===== src/csift_pkg.sv =====
/*
 * constants, register indices, field positions and state codes for the
 * can status, flag, acceptance filter and prescaler block.
 * assumes an 8-bit apb byte address (byte address = index * 4).
 */
package csift_pkg;

  // ****************************************************************
  // register indices (byte address is four times the index)
  // ****************************************************************
  localparam logic [5:0] IDX_CTRL  = 6'h20;
  localparam logic [5:0] IDX_CMD   = 6'h21;
  localparam logic [5:0] IDX_STAT  = 6'h22;
  localparam logic [5:0] IDX_FLAGS = 6'h23;
  localparam logic [5:0] IDX_ACODE = 6'h24;
  localparam logic [5:0] IDX_AMASK = 6'h25;
  localparam logic [5:0] IDX_BT0   = 6'h26;

  // ****************************************************************
  // field positions
  // ****************************************************************
  localparam int CTRL_RR  = 0;
  localparam int CTRL_RIE = 1;
  localparam int CTRL_TIE = 2;
  localparam int CTRL_EIE = 3;
  localparam int CTRL_OIE = 4;
  localparam int CMD_TR    = 0;
  localparam int CMD_AT    = 1;
  localparam int CMD_RRB   = 2;
  localparam int CMD_COS   = 3;
  localparam int CMD_SLEEP = 4;
  localparam int FLG_RX   = 0;
  localparam int FLG_TX   = 1;
  localparam int FLG_ERR  = 2;
  localparam int FLG_OVR  = 3;
  localparam int FLG_WAKE = 4;
  localparam int BT0_SJW_LSB = 6;

  // ****************************************************************
  // reset values and limits
  // ****************************************************************
  localparam logic [7:0] STAT_RESET   = 8'h0C;
  localparam logic [7:0] CMD_READ     = 8'hFF;
  localparam logic [7:0] CFG_RESET    = 8'h00;
  localparam logic [7:0] FLAG_RR_KEEP = 8'h14;
  localparam logic [8:0] TEC_BUSOFF   = 9'h100;
  localparam logic [8:0] ERR_WARN     = 9'h060;
  localparam logic [6:0] RECOVER_LAST = 7'h7F;
  localparam logic [1:0] RXB_BOTH     = 2'h2;
  localparam logic [2:0] SJW_BASE     = 3'h1;

  // bus-off recovery state
  typedef enum logic [2:0] {
    BO_RUN     = 3'b001,
    BO_HOLD    = 3'b010,
    BO_RECOVER = 3'b100
  } csift_bo_t;

endpackage : csift_pkg


===== src/csift_cfg_if.sv =====
/*
 * configuration and result signals between the block's top and its
 * acceptance filter and time quantum divider.
 * assumes all parties share pclk.
 */
`timescale 1ns/100ps
interface csift_cfg_if;
  logic [7:0] accept_code;
  logic [7:0] accept_mask;
  logic [7:0] rx_id;
  logic       id_valid;
  logic       id_accepted;
  logic [5:0] prescaler_field;
  logic       tq_tick;

  modport ctl  (output accept_code, accept_mask, rx_id, id_valid, prescaler_field,
                input  id_accepted, tq_tick);
  modport filt (input  accept_code, accept_mask, rx_id, id_valid,
                output id_accepted);
  modport div  (input  prescaler_field,
                output tq_tick);
endinterface : csift_cfg_if


===== src/csift_units.sv =====
/*
 * acceptance filter and time quantum divider.
 * assumes pclk and presetn of the top; configuration is held stable by
 * software while the block runs.
 */
`timescale 1ns/100ps

// ******************************************************************
// acceptance filter
// ******************************************************************
module csift_accept
  import csift_pkg::*;
(
  // system
  input wire logic  pclk,
  input wire logic  presetn,
  // configuration and result
  csift_cfg_if.filt cfg
);
  // latch the verdict when the identifier top bits arrive
  always_ff @(posedge pclk or negedge presetn) begin
    if (!presetn) begin
      cfg.id_accepted <= 1'b0;
    end else if (cfg.id_valid) begin
      cfg.id_accepted <= &(~(cfg.rx_id ^ cfg.accept_code) | cfg.accept_mask);
    end
  end
endmodule : csift_accept

// ******************************************************************
// time quantum divider
// ******************************************************************
module csift_tq_div
  import csift_pkg::*;
(
  // system
  input wire logic pclk,
  input wire logic presetn,
  // configuration and tick
  csift_cfg_if.div cfg
);
  logic [5:0] cnt;

  // one tick every prescaler_field+1 clocks
  always_ff @(posedge pclk or negedge presetn) begin
    if (!presetn) begin
      cnt         <= 6'h00;
      cfg.tq_tick <= 1'b0;
    end else if (cnt >= cfg.prescaler_field) begin
      cnt         <= 6'h00;
      cfg.tq_tick <= 1'b1;
    end else begin
      cnt         <= cnt + 6'h01;
      cfg.tq_tick <= 1'b0;
    end
  end
endmodule : csift_tq_div


===== src/csift_top.sv =====
/*
 * status, interrupt flag, acceptance filter and prescaler control of a
 * can controller, reached over apb with 8-bit registers in low bits.
 * assumes the protocol engine drives the event pulses, counters and id
 * synchronous to pclk; flags are polled, no interrupt line.
 */
// Function
// transmit error count 256 sets bus_off_flag and reset_request, stays off bus.
// after reset_request cleared, 128 runs of 11 recessive end bus-off, clear counters.
// error_warning_flag follows either error counter at or above 96.
// transmitting_flag on send start; receiving_flag on reception or lost arbitration.
// receiving_flag never sets while bus is stuck dominant.
// tx_request clears tx_complete_flag; sets again on successful send.
// abort before sending frees buffer and leaves tx_complete_flag clear.
// tx_buffer_free low while pending or sending; locked writes are dropped.
// both buffers full plus new message sets overrun; clear_overrun_cmd clears it.
// outgoing frame takes a receive buffer and can cause overrun; here it never takes a buffer, only overruns when both are full.
// rx_buffer_full on new message; release hands over second buffer at once.
// flag bits read-only, cleared by reading the flag register.
// bus activity while asleep clears sleep and sets wake_flag.
// overrun_irq_flag on overrun if enabled; cleared by read or reset_request.
// error_irq_flag on error or bus-off change if enabled; cleared by read.
// tx_irq_flag at send end if buffer free and enabled.
// rx_irq_flag with rx_buffer_full if enabled, never for own frame.
// accept when unmasked code bits equal identifier top 8 bits.
// accepted message stored into free buffer, else overrun.
// code, mask and timing registers reachable only while reset_request set.
// sync_jump_width plus one gives 1 to 4 quanta.
// prescaler_field plus one divides clock, 1 to 64.
// reset_request aborts transmission and reception, enters reset state.
`timescale 1ns/100ps
module csift_top
  import csift_pkg::*;
(
  // system
  input  wire logic        pclk,
  input  wire logic        presetn,
  // apb slave
  input  wire logic        psel,
  input  wire logic        penable,
  input  wire logic        pwrite,
  input  wire logic [7:0]  paddr,
  input  wire logic [31:0] pwdata,
  output logic      [31:0] prdata,
  output logic             pready,
  output logic             pslverr,
  // protocol engine events and counters
  input  wire logic [8:0]  tx_err_count,
  input  wire logic [8:0]  rx_err_count,
  input  wire logic        tx_started,
  input  wire logic        tx_done_ok,
  input  wire logic        tx_arb_lost,
  input  wire logic        rx_started,
  input  wire logic        rx_frame_done,
  input  wire logic [7:0]  rx_id,
  input  wire logic        rx_id_valid,
  input  wire logic        bus_stuck_dominant,
  input  wire logic        recessive11_seen,
  input  wire logic        bus_activity,
  // controls to the protocol engine
  output logic             reset_request,
  output logic             tx_go,
  output logic             err_counters_clear,
  output logic             sleep_active,
  output logic             rx_store,
  output logic      [2:0]  sync_jump_tq,
  output logic             tq_tick
);

  // ****************************************************************
  // state
  // ****************************************************************
  csift_bo_t  bo_state;
  logic [6:0] rec_cnt;
  logic       bus_off_flag, error_warning_flag, prev_bus_off, prev_warn;
  logic       transmitting_flag, receiving_flag, tx_complete_flag, tx_buffer_free;
  logic       tx_pending, data_overrun, rx_buffer_full;
  logic [1:0] rx_count;
  logic       rx_irq_enable, tx_irq_enable, error_irq_enable, overrun_irq_enable;
  logic [7:0] irq_flags, rd_snap, accept_code, accept_mask, bus_timing_zero;
  logic [7:0] next_flags, flag_set, rd_mux;
  logic [1:0] rx_eff;
  logic       overrun_evt, rx_new, wake_evt;

  csift_cfg_if cfg ();

  function automatic logic reg_hit(input logic [7:0] a, input logic [5:0] idx);
    return (a[7:2] == idx) && (a[1:0] == 2'b00);
  endfunction : reg_hit

  // ****************************************************************
  // apb decode
  // ****************************************************************
  wire setup   = psel && !penable;
  wire acc     = psel && penable && pready;
  wire wr_en   = acc && pwrite;
  wire rd_en   = acc && !pwrite;
  wire mapped  = (paddr[7:2] >= IDX_CTRL) && (paddr[7:2] <= IDX_BT0) && (paddr[1:0] == 2'b00);
  wire cmd_wr  = wr_en && reg_hit(paddr, IDX_CMD) && !reset_request;
  wire ctrl_wr = wr_en && reg_hit(paddr, IDX_CTRL);
  wire cfg_wr  = wr_en && reset_request;
  wire tr_cmd  = cmd_wr && pwdata[CMD_TR];
  wire at_cmd  = cmd_wr && pwdata[CMD_AT];
  wire rrb_cmd = cmd_wr && pwdata[CMD_RRB];
  wire cos_cmd = cmd_wr && pwdata[CMD_COS];
  // engine count still shows bus-off level while its clear is in flight
  wire busoff_hit = (tx_err_count >= TEC_BUSOFF) && !err_counters_clear;

  // read data selection
  always_comb begin
    rd_mux = 8'h00;
    if (reg_hit(paddr, IDX_CTRL)) begin
      rd_mux = {3'h0, overrun_irq_enable, error_irq_enable, tx_irq_enable,
                rx_irq_enable, reset_request};
    end else if (reg_hit(paddr, IDX_CMD)) begin
      rd_mux = CMD_READ;
    end else if (reg_hit(paddr, IDX_STAT)) begin
      rd_mux = {bus_off_flag, error_warning_flag, transmitting_flag, receiving_flag,
                tx_complete_flag, tx_buffer_free, data_overrun, rx_buffer_full};
    end else if (reg_hit(paddr, IDX_FLAGS)) begin
      rd_mux = irq_flags;
    end else if (reset_request) begin
      if (reg_hit(paddr, IDX_ACODE)) rd_mux = accept_code;
      else if (reg_hit(paddr, IDX_AMASK)) rd_mux = accept_mask;
      else if (reg_hit(paddr, IDX_BT0)) rd_mux = bus_timing_zero;
    end
  end

  // one wait-free access phase; data captured at setup
  always_ff @(posedge pclk or negedge presetn) begin
    if (!presetn) begin
      pready  <= 1'b0;
      pslverr <= 1'b0;
      prdata  <= 32'h0000_0000;
      rd_snap <= 8'h00;
    end else if (setup) begin
      pready  <= 1'b1;
      pslverr <= !mapped;
      prdata  <= {24'h00_0000, rd_mux};
      rd_snap <= (!pwrite && reg_hit(paddr, IDX_FLAGS)) ? irq_flags : 8'h00;
    end else if (acc) begin
      pready  <= 1'b0;
      pslverr <= 1'b0;
    end
  end

  // ****************************************************************
  // control register and configuration
  // ****************************************************************
  always_ff @(posedge pclk or negedge presetn) begin
    if (!presetn) begin
      reset_request      <= 1'b1;
      rx_irq_enable      <= 1'b0;
      tx_irq_enable      <= 1'b0;
      error_irq_enable   <= 1'b0;
      overrun_irq_enable <= 1'b0;
    end else begin
      if (ctrl_wr && !reset_request) begin
        rx_irq_enable      <= pwdata[CTRL_RIE];
        tx_irq_enable      <= pwdata[CTRL_TIE];
        error_irq_enable   <= pwdata[CTRL_EIE];
        overrun_irq_enable <= pwdata[CTRL_OIE];
      end
      if (bo_state == BO_RUN && busoff_hit) reset_request <= 1'b1;
      else if (ctrl_wr) reset_request <= pwdata[CTRL_RR];
    end
  end

  // filter and timing configuration, writable only in reset state
  always_ff @(posedge pclk or negedge presetn) begin
    if (!presetn) begin
      accept_code     <= CFG_RESET;
      accept_mask     <= CFG_RESET;
      bus_timing_zero <= CFG_RESET;
      sync_jump_tq    <= SJW_BASE;
    end else begin
      if (cfg_wr && reg_hit(paddr, IDX_ACODE)) accept_code <= pwdata[7:0];
      if (cfg_wr && reg_hit(paddr, IDX_AMASK)) accept_mask <= pwdata[7:0];
      if (cfg_wr && reg_hit(paddr, IDX_BT0)) bus_timing_zero <= pwdata[7:0];
      sync_jump_tq <= {1'b0, bus_timing_zero[BT0_SJW_LSB +: 2]} + SJW_BASE;
    end
  end

  assign cfg.accept_code     = accept_code;
  assign cfg.accept_mask     = accept_mask;
  assign cfg.rx_id           = rx_id;
  assign cfg.id_valid        = rx_id_valid;
  assign cfg.prescaler_field = bus_timing_zero[5:0];
  assign tq_tick             = cfg.tq_tick;

  csift_accept u_accept (.pclk(pclk), .presetn(presetn), .cfg(cfg.filt));
  csift_tq_div u_tq_div (.pclk(pclk), .presetn(presetn), .cfg(cfg.div));

  // ****************************************************************
  // bus-off and error warning
  // ****************************************************************
  always_ff @(posedge pclk or negedge presetn) begin
    if (!presetn) begin
      bo_state           <= BO_RUN;
      bus_off_flag       <= 1'b0;
      rec_cnt            <= 7'h00;
      err_counters_clear <= 1'b0;
    end else begin
      err_counters_clear <= 1'b0;
      case (bo_state)
        BO_RUN: begin
          if (busoff_hit) begin
            bo_state     <= BO_HOLD;
            bus_off_flag <= 1'b1;
          end
        end
        BO_HOLD: begin
          rec_cnt <= 7'h00;
          if (!reset_request) bo_state <= BO_RECOVER;
        end
        BO_RECOVER: begin
          if (reset_request) begin
            bo_state <= BO_HOLD;
          end else if (recessive11_seen) begin
            rec_cnt <= rec_cnt + 7'h01;
            if (rec_cnt == RECOVER_LAST) begin
              bo_state           <= BO_RUN;
              bus_off_flag       <= 1'b0;
              err_counters_clear <= 1'b1;
            end
          end
        end
        default: bo_state <= BO_RUN;
      endcase
    end
  end

  // warning level and change tracking for the error flag
  always_ff @(posedge pclk or negedge presetn) begin
    if (!presetn) begin
      error_warning_flag <= 1'b0;
      prev_bus_off       <= 1'b0;
      prev_warn          <= 1'b0;
    end else begin
      error_warning_flag <= (tx_err_count >= ERR_WARN) || (rx_err_count >= ERR_WARN);
      prev_bus_off       <= bus_off_flag;
      prev_warn          <= error_warning_flag;
    end
  end

  // ****************************************************************
  // transmit path
  // ****************************************************************
  always_ff @(posedge pclk or negedge presetn) begin
    if (!presetn) begin
      tx_pending        <= 1'b0;
      transmitting_flag <= 1'b0;
      tx_complete_flag  <= 1'b1;
      tx_buffer_free    <= 1'b1;
      tx_go             <= 1'b0;
    end else if (reset_request) begin
      tx_pending        <= 1'b0;
      transmitting_flag <= 1'b0;
      tx_complete_flag  <= 1'b1;
      tx_buffer_free    <= 1'b1;
      tx_go             <= 1'b0;
    end else begin
      if (tx_started && tx_pending) transmitting_flag <= 1'b1;
      if (tx_done_ok) begin
        transmitting_flag <= 1'b0;
        tx_pending        <= 1'b0;
        tx_buffer_free    <= 1'b1;
        tx_complete_flag  <= 1'b1;
      end else if (tx_arb_lost) begin
        transmitting_flag <= 1'b0;
      end
      if (at_cmd && tx_pending && !transmitting_flag && !tx_started) begin
        tx_pending     <= 1'b0;
        tx_buffer_free <= 1'b1;
      end
      if (tr_cmd) begin
        tx_pending       <= 1'b1;
        tx_buffer_free   <= 1'b0;
        tx_complete_flag <= 1'b0;
      end
      tx_go <= tx_pending && !transmitting_flag && !bus_off_flag;
    end
  end

  // ****************************************************************
  // receive path and double buffer
  // ****************************************************************
  wire rx_keep  = rx_frame_done && receiving_flag && cfg.id_accepted;
  wire own_copy = tx_started && tx_pending;

  always_comb begin
    rx_eff      = (rrb_cmd && rx_count != 2'h0) ? rx_count - 2'h1 : rx_count;
    overrun_evt = (rx_keep || own_copy) && (rx_eff == RXB_BOTH);
    rx_new      = rx_keep && (rx_eff != RXB_BOTH);
  end

  always_ff @(posedge pclk or negedge presetn) begin
    if (!presetn) begin
      rx_count       <= 2'h0;
      rx_buffer_full <= 1'b0;
      data_overrun   <= 1'b0;
      rx_store       <= 1'b0;
      receiving_flag <= 1'b0;
    end else if (reset_request) begin
      rx_count       <= 2'h0;
      rx_buffer_full <= 1'b0;
      data_overrun   <= 1'b0;
      rx_store       <= 1'b0;
      receiving_flag <= 1'b0;
    end else begin
      rx_count       <= rx_eff + {1'b0, rx_new};
      rx_buffer_full <= (rx_eff != 2'h0) || rx_new;
      rx_store       <= rx_new;
      if (overrun_evt) data_overrun <= 1'b1;
      else if (cos_cmd) data_overrun <= 1'b0;
      if ((rx_started || tx_arb_lost) && !bus_stuck_dominant) begin
        receiving_flag <= 1'b1;
      end else if (rx_frame_done) begin
        receiving_flag <= 1'b0;
      end
    end
  end

  // ****************************************************************
  // sleep and wake-up
  // ****************************************************************
  assign wake_evt = sleep_active && (bus_activity || receiving_flag || transmitting_flag);

  always_ff @(posedge pclk or negedge presetn) begin
    if (!presetn) begin
      sleep_active <= 1'b0;
    end else if (wake_evt) begin
      sleep_active <= 1'b0;
    end else if (cmd_wr) begin
      sleep_active <= pwdata[CMD_SLEEP];
    end
  end

  // ****************************************************************
  // flag register: sets win over read clear
  // ****************************************************************
  always_comb begin
    flag_set           = 8'h00;
    flag_set[FLG_RX]   = rx_new && rx_irq_enable;
    flag_set[FLG_TX]   = tx_done_ok && !tr_cmd && tx_irq_enable && !reset_request;
    flag_set[FLG_ERR]  = error_irq_enable &&
                         ((bus_off_flag != prev_bus_off) || (error_warning_flag != prev_warn));
    flag_set[FLG_OVR]  = overrun_evt && overrun_irq_enable && !reset_request;
    flag_set[FLG_WAKE] = wake_evt;
    next_flags = (irq_flags & ~(rd_en ? rd_snap : 8'h00)) | flag_set;
    if (reset_request) next_flags = next_flags & FLAG_RR_KEEP;
  end

  always_ff @(posedge pclk or negedge presetn) begin
    if (!presetn) begin
      irq_flags <= 8'h00;
    end else begin
      irq_flags <= next_flags;
    end
  end
endmodule : csift_top


===== config.mk =====
export PLATFORM = sky130hd
export DESIGN_NAME = csift_top
export DESIGN_NICKNAME = d
export VERILOG_FILES = /design/src/csift_pkg.sv /design/src/csift_cfg_if.sv /design/src/csift_units.sv /design/src/csift_top.sv
export SDC_FILE = /design/constraint.sdc
export NUM_CORES = 1
export LEC_CHECK = 0
export BUFFER_PORTS_ARGS = -buffer_cell sky130_fd_sc_hd__buf_2
export CAP_MARGIN = 20
export CORE_MARGIN = 5
export CORE_UTILIZATION = 46
export DETAILED_ROUTE_END_ITERATION = 12
export PLACE_DENSITY = 0.81
export RECOVER_POWER = 25
export SYNTH_ARGS = -nofsm -noshare
export SYNTH_HDL_FRONTEND = slang
export SYNTH_SLANG_ARGS = --single-unit

===== constraint.sdc =====
create_clock -name pclk -period 3.29 [get_ports pclk]
set_input_delay 0.329 -clock pclk [delete_from_list [all_inputs] [get_ports pclk]]
set_output_delay 0.329 -clock pclk [all_outputs]
set_load 0.01 [all_outputs]

## Word level (Yosys, flattened, before mapping)

Index checks and enable logic that the tools add are counted.

| word-level totals | value |
|---|---|
| register bits | 93 |
| input port bits | 80 |
| output and inout bits | 43 |
| logic and storage cells | 220 |

| cells by class | value |
|---|---|
| $add $sub $neg | 5 |
| $lt $le $gt $ge | 6 |
| equal/unequal tests | 22 |
| mux-type cells | 63 |
| bitwise logic cells | 6 |
| reduce and logical (&&, ||, !) cells | 83 |

Operators by type and width:

| kind | number |
|---|---|
| $mux 8 | 11 |
| $logic_and 1x1->1 | 49 |
| $eq 6x6->1 const B | 7 |
| $mux 1 | 39 |
| $ge 9x7->1 const B | 2 |
| $not 8->8 | 2 |
| $mux 3 | 5 |
| $mux 7 | 2 |
| $pmux 7 s2 | 1 |
| $reduce_bool 2->1 | 7 |
| $ne 2x2->1 const B | 6 |
| $logic_not 1->1 | 10 |
| $ge 9x9->1 const B | 1 |
| $pmux 3 s3 | 1 |
| $reduce_bool 3->1 | 3 |
| $and 8x8->8 | 1 |
| $or 8x5->8 | 1 |
| $or 8x8->8 | 1 |
| $reduce_and 8->1 | 1 |
| $reduce_bool 4->1 | 2 |
| $xor 8x8->8 | 1 |
| $add 7x1->7 const B | 1 |
| $eq 7x7->1 const B | 1 |
| $logic_or 1x1->1 | 7 |
| 20 further kinds | 23 |

## Depth between registers and ports, before layout

Gate-level depths: netlist of run 1.

| depth | value |
|---|---|
| depth in word-level cells | 14 |
| depth in mapped cells | 7 |
| mapped depth without buffers | 7 |

## Cells and area by module

Synthesis of run 1 repeated with hierarchy kept, for this count alone.

| unflattened totals | value |
|---|---|
| cell total of the unflattened synthesis | 461 |
| area, all modules | 4857.2 um2 |

By module, submodules not included:

| module | instances | cells an instance | area each (um2) | seq. area each (um2) |
|---|---|---|---|---|
| csift_top | 1 | 399 | 4265.3 | 2133.3 |
| csift_tq_div | 1 | 45 | 445.4 | 175.2 |
| csift_accept | 1 | 17 | 146.4 | 25.0 |

## Least setup slack after synthesis of run 1

OpenSTA, ideal clock, no wires.

| timing | value |
|---|---|
| path kind | register -> register |
| start | reg reset_request |
| end | reg accept_mask[0] |
| library setup time | 125 ps |
| arrival time | 1914 ps |
| data required time | 3165 ps |
| setup slack | 1251 ps |
| stages on the path, launching flop included | 6 |
| buffers on the path | 1 |
| clock period less this slack | 2039 ps |
| cell sequence | dfstp_2 -> clkbuf_1 -> nand2_1 -> nor4_4 -> nand4_2 -> mux2_2 |

| between the ends | value |
|---|---|
| longest elaborated chain between the ends | 2 |

Ends and longest elaborated chain:

| what | RTL line | RTL |
|---|---|---|
| from (decl) | csift_top.sv:61 | `output logic reset_request,` |
| from (signal assigned) | csift_top.sv:165 | `else if (ctrl_wr) reset_request <= pwdata[CTRL_RR];` |
| $logic_and 1x1->1 | csift_top.sv:101 | `wire cfg_wr = wr_en && reset_request;` |
| $logic_and 1x1->1 | csift_top.sv:178 | `if (cfg_wr && reg_hit(paddr, IDX_AMASK)) accept_mask <= pwdata[7:0];` |
| to (signal assigned) | csift_top.sv:178 |  |
| to (decl) | csift_top.sv:80 | `logic [7:0] irq_flags, rd_snap, accept_code, accept_mask, bus_timing_zero;` |

No other way between the ends.
A chain may end at the register's enable or synchronous reset.

## Worst setup path in the final report of run 1

| timing | value |
|---|---|
| start | reg reset_request |
| end | reg accept_mask[1] |

Same word-level chain as after synthesis.

==> results.sh, run 1 <==
export IMPL_end_kind="flop"
export IMPL_yosys_area_share_simple_pct=15.81
export IMPL_synth_area_top_cells="dfrtp_1 (46%), mux2_2 (8.0%), buf_4 (3.8%)"
export IMPL_h_tree_depth=3
export IMPL_ys_ff_latch=93
export IMPL_synthesis_area_um2=4773
export IMPL_p_leak_nw=2.484
export IMPL_cp_num_cells=4
export IMPL_area_delta_synth_final_pct=12.84
export IMPL_path_cells="nand2_1, nor4_4, nand4_2, mux2_2"
export IMPL_synthMuxAreaShare_pct=9.122
export IMPL_track_usage_pct=18.09
export IMPL_dp_hpwl_um=8361
export IMPL_numCtsBuffers=9
export IMPL_syn_avg_cell_area_um2=10.47
export IMPL_startpoint_type="flop"
export IMPL_fmax_mhz=359.0
export IMPL_path_max_fanout=20
export IMPL_power_density_nw_per_um2=425.9
export IMPL_worstPathRequired_ns=3.53
export IMPL_r2r_slack_ns=0.50
export IMPL_fp_row_count=37
export IMPL_holdPathStages=2
export IMPL_yosys_warnings=0
export IMPL_critPathKind="flop to flop"
export IMPL_r2r_end="accept_mask[1]"
export IMPL_die_w_um=111.9
export IMPL_diodes=0
export IMPL_cts_tree="yes"
export IMPL_setup_viol_count_final=0
export IMPL_grt_pass1_vias=3741
export IMPL_tightest_slew_ns=2.151
export IMPL_synth_xor_area_share_pct=3.670
export IMPL_ys_seq_area_share_pct=48.89
export IMPL_netlist_instances=456
export IMPL_timing_final_ws_setup_ns=0.5045
export IMPL_ys_types=61
export IMPL_cts_root_buf="clkbuf_8"
export IMPL_reg2reg_from="reset_request"
export IMPL_synth_compound_area_share_pct=13.63
export IMPL_drtAntennaViolNets=0
export IMPL_vias=3761
export IMPL_synth_top_cell_area_share_pct=46.13
export IMPL_grt_max_degree=89
export IMPL_postCtsSetupBuffers=0
export IMPL_finish_utilization_pct=52.65
export IMPL_cts_sinks=93
export IMPL_dr_pass1_iters=5
export IMPL_cp_startpoint="reset_request"
export IMPL_antenna_found_initial=0
export IMPL_preCtsSetupSlack_ns=0.8394
export IMPL_report_final_slew_viol_count=38
export IMPL_core_area_um2=10230
export IMPL_async_flop_share_pct=100.0
export IMPL_grt_setup_unrepaired="false"
export IMPL_ioPinCount=123
export IMPL_cap_violations=1
export IMPL_die_height_um=111.9
export IMPL_routed_via_density=5.690
export IMPL_wl_per_cell_um=17.09
export IMPL_clk_latency_ns=0.35
export IMPL_hold_class="input pin to flop"
export IMPL_setup_tns_ns=0
export IMPL_clockBufferDepth=2
export IMPL_clkTransAtPathRegs_ns=0.09
export IMPL_fill_cells=922
export IMPL_overflow=0
export IMPL_drt_iter0_markers=253
export IMPL_nets=610
export IMPL_place_area_um2=5136
export IMPL_ir_drop_uv=339.9
export IMPL_synth_top_family_by_area="simple AND/OR/NAND/NOR gates"
export IMPL_cpPeakStageDelay_ns=1.01
export IMPL_design_area_um2=5386
export IMPL_arrival_ns=3.03
export IMPL_outcome="finished with violations"
export IMPL_dieArea_um2=12510
export IMPL_yosys_area_share_adder_pct=2.621
export IMPL_place_gp_congestion=0.8879
export IMPL_slew_headroom_pct=-43.40
export IMPL_synth_edff_count=0
export IMPL_path_buf_inv=0
export IMPL_synth_flop_cell="dfrtp_1"
export IMPL_route_detailed_drc=0
export IMPL_critPathTopFamily="simple AND/OR/NAND/NOR gates"
export IMPL_cp_slowest_cell="dfstp_1"
export IMPL_synth_top_area_cell="dfrtp_1"
export IMPL_fin_crit_sh_pct=84.67
export IMPL_drt_total_wl_um=11290
export IMPL_rr_worst_depth=4
export IMPL_finalCriticalPeriod_ns=2.786
export IMPL_drive_gt1_share_pct=24.19
export IMPL_worstSetupEndpoint="accept_mask[1]"
export IMPL_skew_ns=0.01140
export IMPL_hold_viol=0
export IMPL_grt_pass1_wl_um=18400
export IMPL_violations="max-capacitance violations, max-slew violations"
export IMPL_io_buffer_count=64
export IMPL_start_util_pct=46.66
registers in the layout, indices dropped and copies added (netlist names), 2 cells and up:
| name | flops |
|---|---|
| accept_code | 8 |
| accept_mask | 8 |
| bus_timing_zero | 8 |
| irq_flags | 8 |
| prdata | 8 |
| rd_snap | 8 |
| rec_cnt | 7 |
| u_tq_div.cnt | 6 |
| bo_state | 3 |
| sync_jump_tq | 3 |
| rx_count | 2 |
layout by cell type (no fill, tap or decap), types with 7 or more instances in the layout:
master,instances
dfrtp_1,88
nor2b_1,7
o22ai_1,8
o21ai_0,18
nand3_1,9
xnor2_1,15
ha_1,10
nand2b_1,9
a22o_1,10
conb_1,24
nor2_1,31
clkbuf_8,9
buf_2,62
nand2_1,37
a21oi_1,27
nor3_1,9
mux2_2,34
inv_1,15
power breakdown:
group | internal, mW | leakage [nW] | switching [mW] | total, mW
Combinational | 0.0934 | 1.14 | 0.145 | 0.238
Sequential | 1.18 | 1.23 | 0.0393 | 1.22
Clock | 0.430 | 0.106 | 0.409 | 0.839
Total | 1.70 | 2.48 | 0.593 | 2.29
worst min path at each step:
stage,end,start
after floorplan,accept_code[0],presetn
after global placement,sync_jump_tq[0],bus_timing_zero[6]
after detailed placement,sync_jump_tq[0],bus_timing_zero[6]
after CTS,transmitting_flag,tx_arb_lost
after global routing,transmitting_flag,tx_arb_lost
final,transmitting_flag,tx_arb_lost
per-stage QoR:
step                      hold slack [ns]  total power, mW  cells
after floorplan                   0.03341            1.382    479
after global placement             0.4198            1.463    643
after detailed placement           0.4291            1.472    643
after CTS                          0.1537            2.303    659
after global routing               0.1601            2.394    661
final                              0.1658            2.294    661
synth_stat cells (5+ instances only):
master and n:
a21oi_1 27, nor2b_1 7, dfrtp_1 88, o21ai_0 18
xnor2_1 15, nor3_1 9, ha_1 10, a211oi_1 5
nor2_1 31, nand3_1 9, and3_1 5, inv_1 15
clkbuf_1 9, buf_4 24, xor2_1 5, nand2_1 37
o22ai_1 8, a22o_1 10, nand2b_1 9, dfstp_2 5
mux2_2 34, nand4_1 6
per-layer routing:
metal	GRT usage, %	up-vias	wire, um
li1	-	1727	-
met4	6.002	0	205
met3	3.750	16	650
met2	30.66	132	5678
met5	0	-	0
met1	23.11	1886	4759
logic make-up (layout without fill, tap and decap cells):
logic type               Yosys count  after routing
flip-flops                        93             93
XOR/XNOR                          20             20
AND/OR/NAND/NOR                  140            140
other                              1             24
AO/OA/AOI/OAI                     99             99
buffers and inverters             54            100
multiplexers                      39             39
adder cells (fa/ha/maj)           10             10
cell type report:
| class | count | area, um^2 | share of cell area (%) |
|---|---|---|---|
| Clock buffer | 9 | 123.9 | 2.300 |
| Timing Repair Buffer | 69 | 374.1 | 6.945 |
| Inverter | 15 | 56.30 | 1.045 |
| Clock inverter | 7 | 97.59 | 1.812 |
| Sequential cell | 93 | 2333 | 43.32 |
| Tap cell | 136 | 170.2 | 3.159 |
| Multi-Input combinational cell | 332 | 2231 | 41.42 |
repair_timing:
| item | 4_1_cts | 5_1_grt |
|---|---|---|
| resized for setup | 0 | 0 |
| endpoints found under the hold margin | 0 | 35 |
| hold buffers | 0 | 1 |
No activity file was read; power rests on OpenSTA's default activity.
==> inputs of run 2 (changes only) <==
--- a/config.mk
+++ b/config.mk
@@ -5,12 +5,13 @@
 export SDC_FILE = /design/constraint.sdc
 export NUM_CORES = 1
 export LEC_CHECK = 0
+export ABC_AREA = 1
 export BUFFER_PORTS_ARGS = -buffer_cell sky130_fd_sc_hd__buf_2
 export CAP_MARGIN = 20
 export CORE_MARGIN = 5
 export CORE_UTILIZATION = 46
 export DETAILED_ROUTE_END_ITERATION = 12
-export PLACE_DENSITY = 0.81
+export PLACE_DENSITY = 0.83
 export RECOVER_POWER = 25
 export SYNTH_ARGS = -nofsm -noshare
 export SYNTH_HDL_FRONTEND = slang
==> constraint.sdc (replaced) <==
create_clock -name pclk -period 2.54 [get_ports pclk]
set_input_delay 0.254 -clock pclk [delete_from_list [all_inputs] [get_ports pclk]]
set_output_delay 0.254 -clock pclk [all_outputs]
set_load 0.01 [all_outputs]
==> run 2 against run 1 <==
Effect of this change: the flow now finishes without violations; synthesized area is 3.2% higher; cell count is 21% higher; die area is 2.9% higher; combinational power is 79% higher; via count is 8.5% higher; sequential share of layout area is 0.70 points lower; critical endpoint is now rx_store; largest cell class unchanged; highest routed layer unchanged.
==> results.sh, run 2 <==
export IMPL_finish_utilization_pct=52.80
export IMPL_grt_pass1_wl_um=19380
export IMPL_p_sw_uw=832.1
export IMPL_die_w_um=113.5
export IMPL_diodes=0
export IMPL_end_kind="flop"
export IMPL_dp_cells=783
export IMPL_routed_via_density=5.109
export IMPL_ioPinCount=123
export IMPL_fill_cells=995
export IMPL_arrival_ns=2.02
export IMPL_power_density_nw_per_um2=536.0
export IMPL_p_seq_share_pct=54.6
export IMPL_drt_iter0_markers=305
export IMPL_antenna_found_initial=0
export IMPL_startpoint_type="flop"
export IMPL_clk_latency_ns=0.37
export IMPL_critPathKind="flop to flop"
export IMPL_h_tree_depth=3
export IMPL_ir_drop_uv=364.6
export IMPL_setup_viol_count_final=0
export IMPL_cts_repair_resized=0
export IMPL_clock_power_share_pct=30.9
export IMPL_dieArea_um2=12880
export IMPL_rr_worst_depth=8
export IMPL_io_buffer_count=64
export IMPL_worstSetupEndpoint="rx_store"
export IMPL_yosys_warnings=0
export IMPL_netlist_instances=590
export IMPL_grt_pass1_vias=4141
export IMPL_layout_common_cells="nand2_1 (136), dfrtp_1 (88), inv_1 (73)"
export IMPL_dr_pass1_iters=5
export IMPL_fmax_mhz=562.6
export IMPL_grt_max_degree=56
export IMPL_nets=749
export IMPL_worstPathRequired_ns=2.79
export IMPL_hold_class="input pin to flop"
export IMPL_fin_crit_sh_pct=69.97
export IMPL_numCtsBuffers=9
export IMPL_r2r_end="rx_store"
export IMPL_syn_avg_cell_area_um2=8.347
export IMPL_route_detailed_drc=0
export IMPL_synth_edff_count=0
export IMPL_final_cells=799
export IMPL_drt_total_wl_um=11620
export IMPL_ys_ff_latch=93
export IMPL_tightest_slew_ns=1.385
export IMPL_ys_types=45
export IMPL_start_util_pct=47.49
export IMPL_clkTransAtPathRegs_ns=0.09
export IMPL_netSwitchingFraction_pct=28.35
export IMPL_place_gp_congestion=0.8819
export IMPL_yosys_area_share_adder_pct=2.541
export IMPL_outcome="finished clean"
export IMPL_synth_flop_cell="dfrtp_1"
export IMPL_grt_setup_unrepaired="false"
export IMPL_intPower_mw=2.103
export IMPL_synth_top_cell_area_share_pct=44.72
export IMPL_wl_per_cell_um=14.54
export IMPL_cts_tree="yes"
export IMPL_ys_seq_area_share_pct=47.38
export IMPL_finalCriticalPeriod_ns=1.777
export IMPL_postCtsSetupBuffers=0
export IMPL_die_height_um=113.5
export IMPL_synth_compound_area_share_pct=13.47
export IMPL_yosysMostFrequentCell="nand2_1"
export IMPL_async_flop_share_pct=100.0
export IMPL_synth_area_top_cells="dfrtp_1 (45%), nand2_1 (10%), inv_1 (5.5%)"
export IMPL_synth_top_family_by_area="simple AND/OR/NAND/NOR gates"
export IMPL_dp_hpwl_um=8841
export IMPL_p_leak_nw=2.744
export IMPL_report_final_slew_viol_count=0
export IMPL_fp_row_count=37
export IMPL_setup_tns_ns=0
export IMPL_track_usage_pct=18.53
export IMPL_clockBufferDepth=2
export IMPL_vias=4082
export IMPL_synth_commonest_cells="nand2_1 (136), dfrtp_1 (88), inv_1 (72)"
export IMPL_yosys_area_share_simple_pct=23.78
export IMPL_synthMuxAreaShare_pct=0
export IMPL_cts_root_buf="clkbuf_8"
export IMPL_area_delta_synth_final_pct=11.18
export IMPL_slew_headroom_pct=7.653
export IMPL_synthesis_area_um2=4925
export IMPL_hold_viol=0
export IMPL_overflow=0
export IMPL_drtAntennaViolNets=0
export IMPL_layout_commonest_cell="nand2_1"
export IMPL_synth_top_area_cell="dfrtp_1"
export IMPL_r2r_slack_ns=0.76
export IMPL_combPwrFrac_pct=14.5
export IMPL_reg2reg_from="reset_request"
export IMPL_core_area_um2=10370
export IMPL_path_max_fanout=14
export IMPL_skew_ns=0.01091
export IMPL_cts_sinks=93
export IMPL_drive_gt1_share_pct=19.16
export IMPL_cp_startpoint="reset_request"
export IMPL_cap_violations=0
export IMPL_synth_xor_area_share_pct=1.601
==> run 2: cell count changes after synthesis, moves of 7 or more <==
| cell | delta |
|---|---|
| a21oi_1 | -7 |
| a22o_1 | -10 |
| inv_1 | +57 |
| inv_2 | +9 |
| mux2_2 | -34 |
| nand2_1 | +99 |
| nand2b_1 | -9 |
| nand3_1 | +13 |
| nor2_1 | +7 |
| nor2_2 | +8 |
| nor2b_1 | -7 |
| o21ai_0 | +36 |
| o21ai_1 | +11 |
| xnor2_1 | -9 |
==> run 2: worst min-delay path by stage <==
stage                      startpoint  cells past startpoint                end
final                     tx_arb_lost                      2  transmitting_flag
after global routing      tx_arb_lost                      2  transmitting_flag
after detailed placement      presetn                      1         rec_cnt[4]
after global placement        presetn                      1         rec_cnt[3]
after CTS                 tx_arb_lost                      2  transmitting_flag
after floorplan               presetn                      0     accept_code[0]
==> run 2: cell families (layout without fill, tap and decap cells) <==
family	after synthesis	after routing
compound gates	118	118
xor+xnor	9	9
fa+ha+maj	10	10
buf+inv	114	164
flops	93	93
other cells	1	24
simple gates	245	245
==> run 2: layer usage <==
metal | up-vias | wire length (um) | track usage [%]
li1 | 1990 | - | -
met3 | 24 | 590 | 2.653
met1 | 1920 | 5008 | 24.13
met4 | 0 | 235 | 8.013
met5 | - | 0 | 0
met2 | 148 | 5785 | 30.86
==> run 2: final cells by class <==
type | instances | area [um^2] | area share (%)
clock buffers | 12 | 155.1 | 2.834
multi-input cells | 406 | 2128 | 38.87
well taps | 136 | 170.2 | 3.108
repair buffers | 68 | 362.8 | 6.627
flip-flops and latches | 93 | 2333 | 42.62
clock inverters | 3 | 21.27 | 0.3885
inverters | 81 | 304.0 | 5.553
==> run 2: critical path, stage by stage, from the launching register on <==
cell	delay, ns
dfstp_2	0.37
inv_1	0.38
nand3_2	0.18
nor2_4	0.20
nand3_2	0.13
nand2_4	0.13
nand2_2	0.07
nand2_2	0.11
inv_1	0.07
==> run 2: power by group through the flow <==
stage | registers [mW] | logic, mW | clock network (mW)
finish | 1.60 | 0.427 | 0.907
global route | 1.61 | 0.487 | 0.986
CTS | 1.60 | 0.426 | 0.922
detailed placement | 1.63 | 0.422 | 0
global placement | 1.63 | 0.402 | 0
floorplan | 1.62 | 0.298 | 0
==> run 2: timing repair <==
item	CTS	global route
endpoints found under the hold margin	51	0
hold buffers	1	0
setup endpoints to repair	0	0
==> run 2: through the flow <==
step | power (mW) | hold WS, ns | worst slack, ns | cell area, um^2
after floorplan | 1.919 | -0.04159 | 1.004 | 5011
after CTS | 2.951 | 0.05875 | 0.8091 | 5480
after global placement | 2.028 | 0.3356 | 0.8678 | 5294
after detailed placement | 2.053 | 0.3471 | 0.8609 | 5294
final | 2.935 | 0.07019 | 0.7626 | 5475
after global routing | 3.084 | 0.06408 | 0.6085 | 5475
==> inputs of run 3 (changes only) <==
--- a/config.mk
+++ b/config.mk
@@ -11,7 +11,7 @@
 export CORE_MARGIN = 5
 export CORE_UTILIZATION = 46
 export DETAILED_ROUTE_END_ITERATION = 12
-export PLACE_DENSITY = 0.83
+export PLACE_DENSITY = 0.81
 export RECOVER_POWER = 25
 export SYNTH_ARGS = -nofsm -noshare
 export SYNTH_HDL_FRONTEND = slang
==> constraint.sdc (replaced) <==
create_clock -name pclk -period 1.67 [get_ports pclk]
set_input_delay 0.167 -clock pclk [delete_from_list [all_inputs] [get_ports pclk]]
set_output_delay 0.167 -clock pclk [all_outputs]
set_load 0.01 [all_outputs]
==> run 3 against run 2 <==
Effect of this change: power increased by 55%; register-to-register slack got worse by 0.66 ns; cell count increased by 2.5%; via count increased by 2.1%; combinational power increased by 59%; sequential cell count unchanged; clock skew decreased by 0.0047 ns; critical path type unchanged; largest cell class unchanged.
==> results.sh, run 3 (synthesis results as in run 2) <==
export IMPL_clkTransAtPathRegs_ns=0.09
export IMPL_arrival_ns=1.83
export IMPL_worstSetupEndpoint="rec_cnt[5]"
export IMPL_route_detailed_drc=0
export IMPL_ir_drop_uv=579.9
export IMPL_drt_iter0_markers=211
export IMPL_worstPathRequired_ns=1.93
export IMPL_critPathTopFamily="simple AND/OR/NAND/NOR gates"
export IMPL_p_sw_mw=1.345
export IMPL_intPower_mw=3.206
export IMPL_cp_startpoint="bo_state[0]"
export IMPL_start_util_pct=47.49
export IMPL_fin_crit_sh_pct=93.81
export IMPL_fp_row_count=37
export IMPL_cts_tree="yes"
export IMPL_startpoint_type="flop"
export IMPL_dp_hpwl_um=9105
export IMPL_dr_pass1_iters=5
export IMPL_setup_tns_ns=0
export IMPL_grt_pass1_wl_um=19630
export IMPL_hold_class="input pin to flop"
export IMPL_clock_power_share_pct=31.3
export IMPL_die_w_um=113.5
export IMPL_critPathKind="flop to flop"
export IMPL_p_seq_share_pct=53.7
export IMPL_drtAntennaViolNets=0
export IMPL_die_height_um=113.5
export IMPL_cp_num_cells=9
export IMPL_slew_headroom_pct=53.61
export IMPL_p_leak_nw=2.842
export IMPL_report_final_slew_viol_count=0
export IMPL_cp_slowest_cell="dfstp_2"
export IMPL_path_buf_inv=2
export IMPL_finalCriticalPeriod_ns=1.567
export IMPL_rr_worst_depth=9
export IMPL_routed_via_density=5.089
export IMPL_clockBufferDepth=2
export IMPL_grt_max_degree=33
export IMPL_h_tree_depth=3
export IMPL_end_kind="flop"
export IMPL_path_max_fanout=6
export IMPL_cts_sinks=93
export IMPL_hold_viol=0
export IMPL_tightest_slew_ns=0.6958
export IMPL_vias=4168
export IMPL_grt_pass1_vias=4074
export IMPL_io_buffer_count=64
export IMPL_netSwitchingFraction_pct=29.55
export IMPL_finish_utilization_pct=54.54
export IMPL_fmax_mhz=638.3
export IMPL_drive_gt1_share_pct=21.82
export IMPL_skew_ns=0.006224
export IMPL_layout_common_cells="nand2_1 (134), dfrtp_1 (88), inv_1 (72)"
export IMPL_cap_violations=0
export IMPL_overflow=0
export IMPL_drt_total_wl_um=11920
export IMPL_cts_root_buf="clkbuf_8"
export IMPL_diodes=0
export IMPL_cpPeakStageDelay_ns=0.55
export IMPL_numCtsBuffers=9
export IMPL_reg2reg_from="bo_state[0]"
export IMPL_setup_viol_count_final=0
export IMPL_core_area_um2=10370
export IMPL_wl_per_cell_um=14.56
export IMPL_clk_latency_ns=0.37
export IMPL_dieArea_um2=12880
export IMPL_ioPinCount=123
export IMPL_r2r_end="rec_cnt[5]"
export IMPL_path_cells="nor2_1, nand2_2, inv_1, nand2_1, o21ai_2, nor2_1, inv_1, nor3_1, nor3_1"
export IMPL_r2r_slack_ns=0.10
export IMPL_place_gp_congestion=0.9351
export IMPL_area_delta_synth_final_pct=14.84
export IMPL_combPwrFrac_pct=15.0
export IMPL_track_usage_pct=18.90
export IMPL_power_density_nw_per_um2=804.7
export IMPL_nets=768
export IMPL_antenna_found_initial=0
export IMPL_outcome="finished clean"
export IMPL_layout_commonest_cell="nand2_1"
## run 3: cell count changes in the layout (fill, tap and decap cells not counted), moves of 2 or more
cell           change
buf_4             +12
dlygate4sd3_1      +7
clkbuf_1           -3
buf_2              +2
nand2_1            -2
nand2_2            +2
## run 3: layout make-up
class	instances	area (um^2)
fill	916	4715
sequential	93	2333
multi-input combinational	406	2151
timing repair buffer	87	513.0
inverter	81	304.0
tap	136	170.2
clock buffer	10	137.6
clock inverter	6	46.29
## run 3: through the flow
| step | hold slack [ns] | instances | area, um^2 | power [mW] | setup slack, ns |
|---|---|---|---|---|---|
| 6_report | 0.02264 | 819 | 5655 | 4.551 | 0.1033 |
| 5_1_grt | 0.01609 | 819 | 5655 | 4.789 | -0.001948 |
| 4_1_cts | 0.001400 | 818 | 5640 | 4.575 | 0.02759 |
| 3_5_place_dp | 0.1169 | 794 | 5376 | 3.146 | 0.04559 |
| 3_3_place_gp | 0.1070 | 794 | 5376 | 3.110 | 0.1216 |
| 2_1_floorplan | -0.1286 | 613 | 5011 | 2.919 | 0.1336 |
## run 3: worst min-delay path by stage
stage                          startpoint                 end  depth (start not counted)
after floorplan                   presetn      accept_code[0]                          0
after global placement            presetn          rec_cnt[6]                          1
final                     rx_err_count[6]  error_warning_flag                          3
after global routing      rx_err_count[6]  error_warning_flag                          3
after detailed placement          presetn          rec_cnt[6]                          1
after CTS                 rx_err_count[6]  error_warning_flag                          3
## run 3: metal layers
layer | share of wire [%] | up-vias | GRT usage [%]
met5 | 0 | - | 0
met3 | 4.9 | 25 | 2.812
met2 | 50 | 134 | 31.13
li1 | - | 2033 | -
met1 | 43 | 1976 | 24.67
met4 | 2.5 | 0 | 8.494
## run 3: worst reg2reg max path, cell delays in order (launching register included)
cell and delay, ns:
dfstp_2 0.55, nor2_1 0.06, nand2_2 0.10, inv_1 0.09, nand2_1 0.11, o21ai_2 0.10
nor2_1 0.15, inv_1 0.09, nor3_1 0.14, nor3_1 0.07
## run 3: repair_timing
action,CTS,global route
hold buffers,8,0
setup endpoints to repair,0,13
resized for setup,0,7
endpoints found under the hold margin,26,0
setup buffers,0,1
## run 3: power by group through the flow
stage	Clock [mW]	Sequential, mW	Combinational, mW
after floorplan	0	2.47	0.454
final	1.43	2.44	0.681
after global routing	1.57	2.46	0.765
after global placement	0	2.48	0.634
after detailed placement	0	2.48	0.662
after CTS	1.46	2.44	0.680
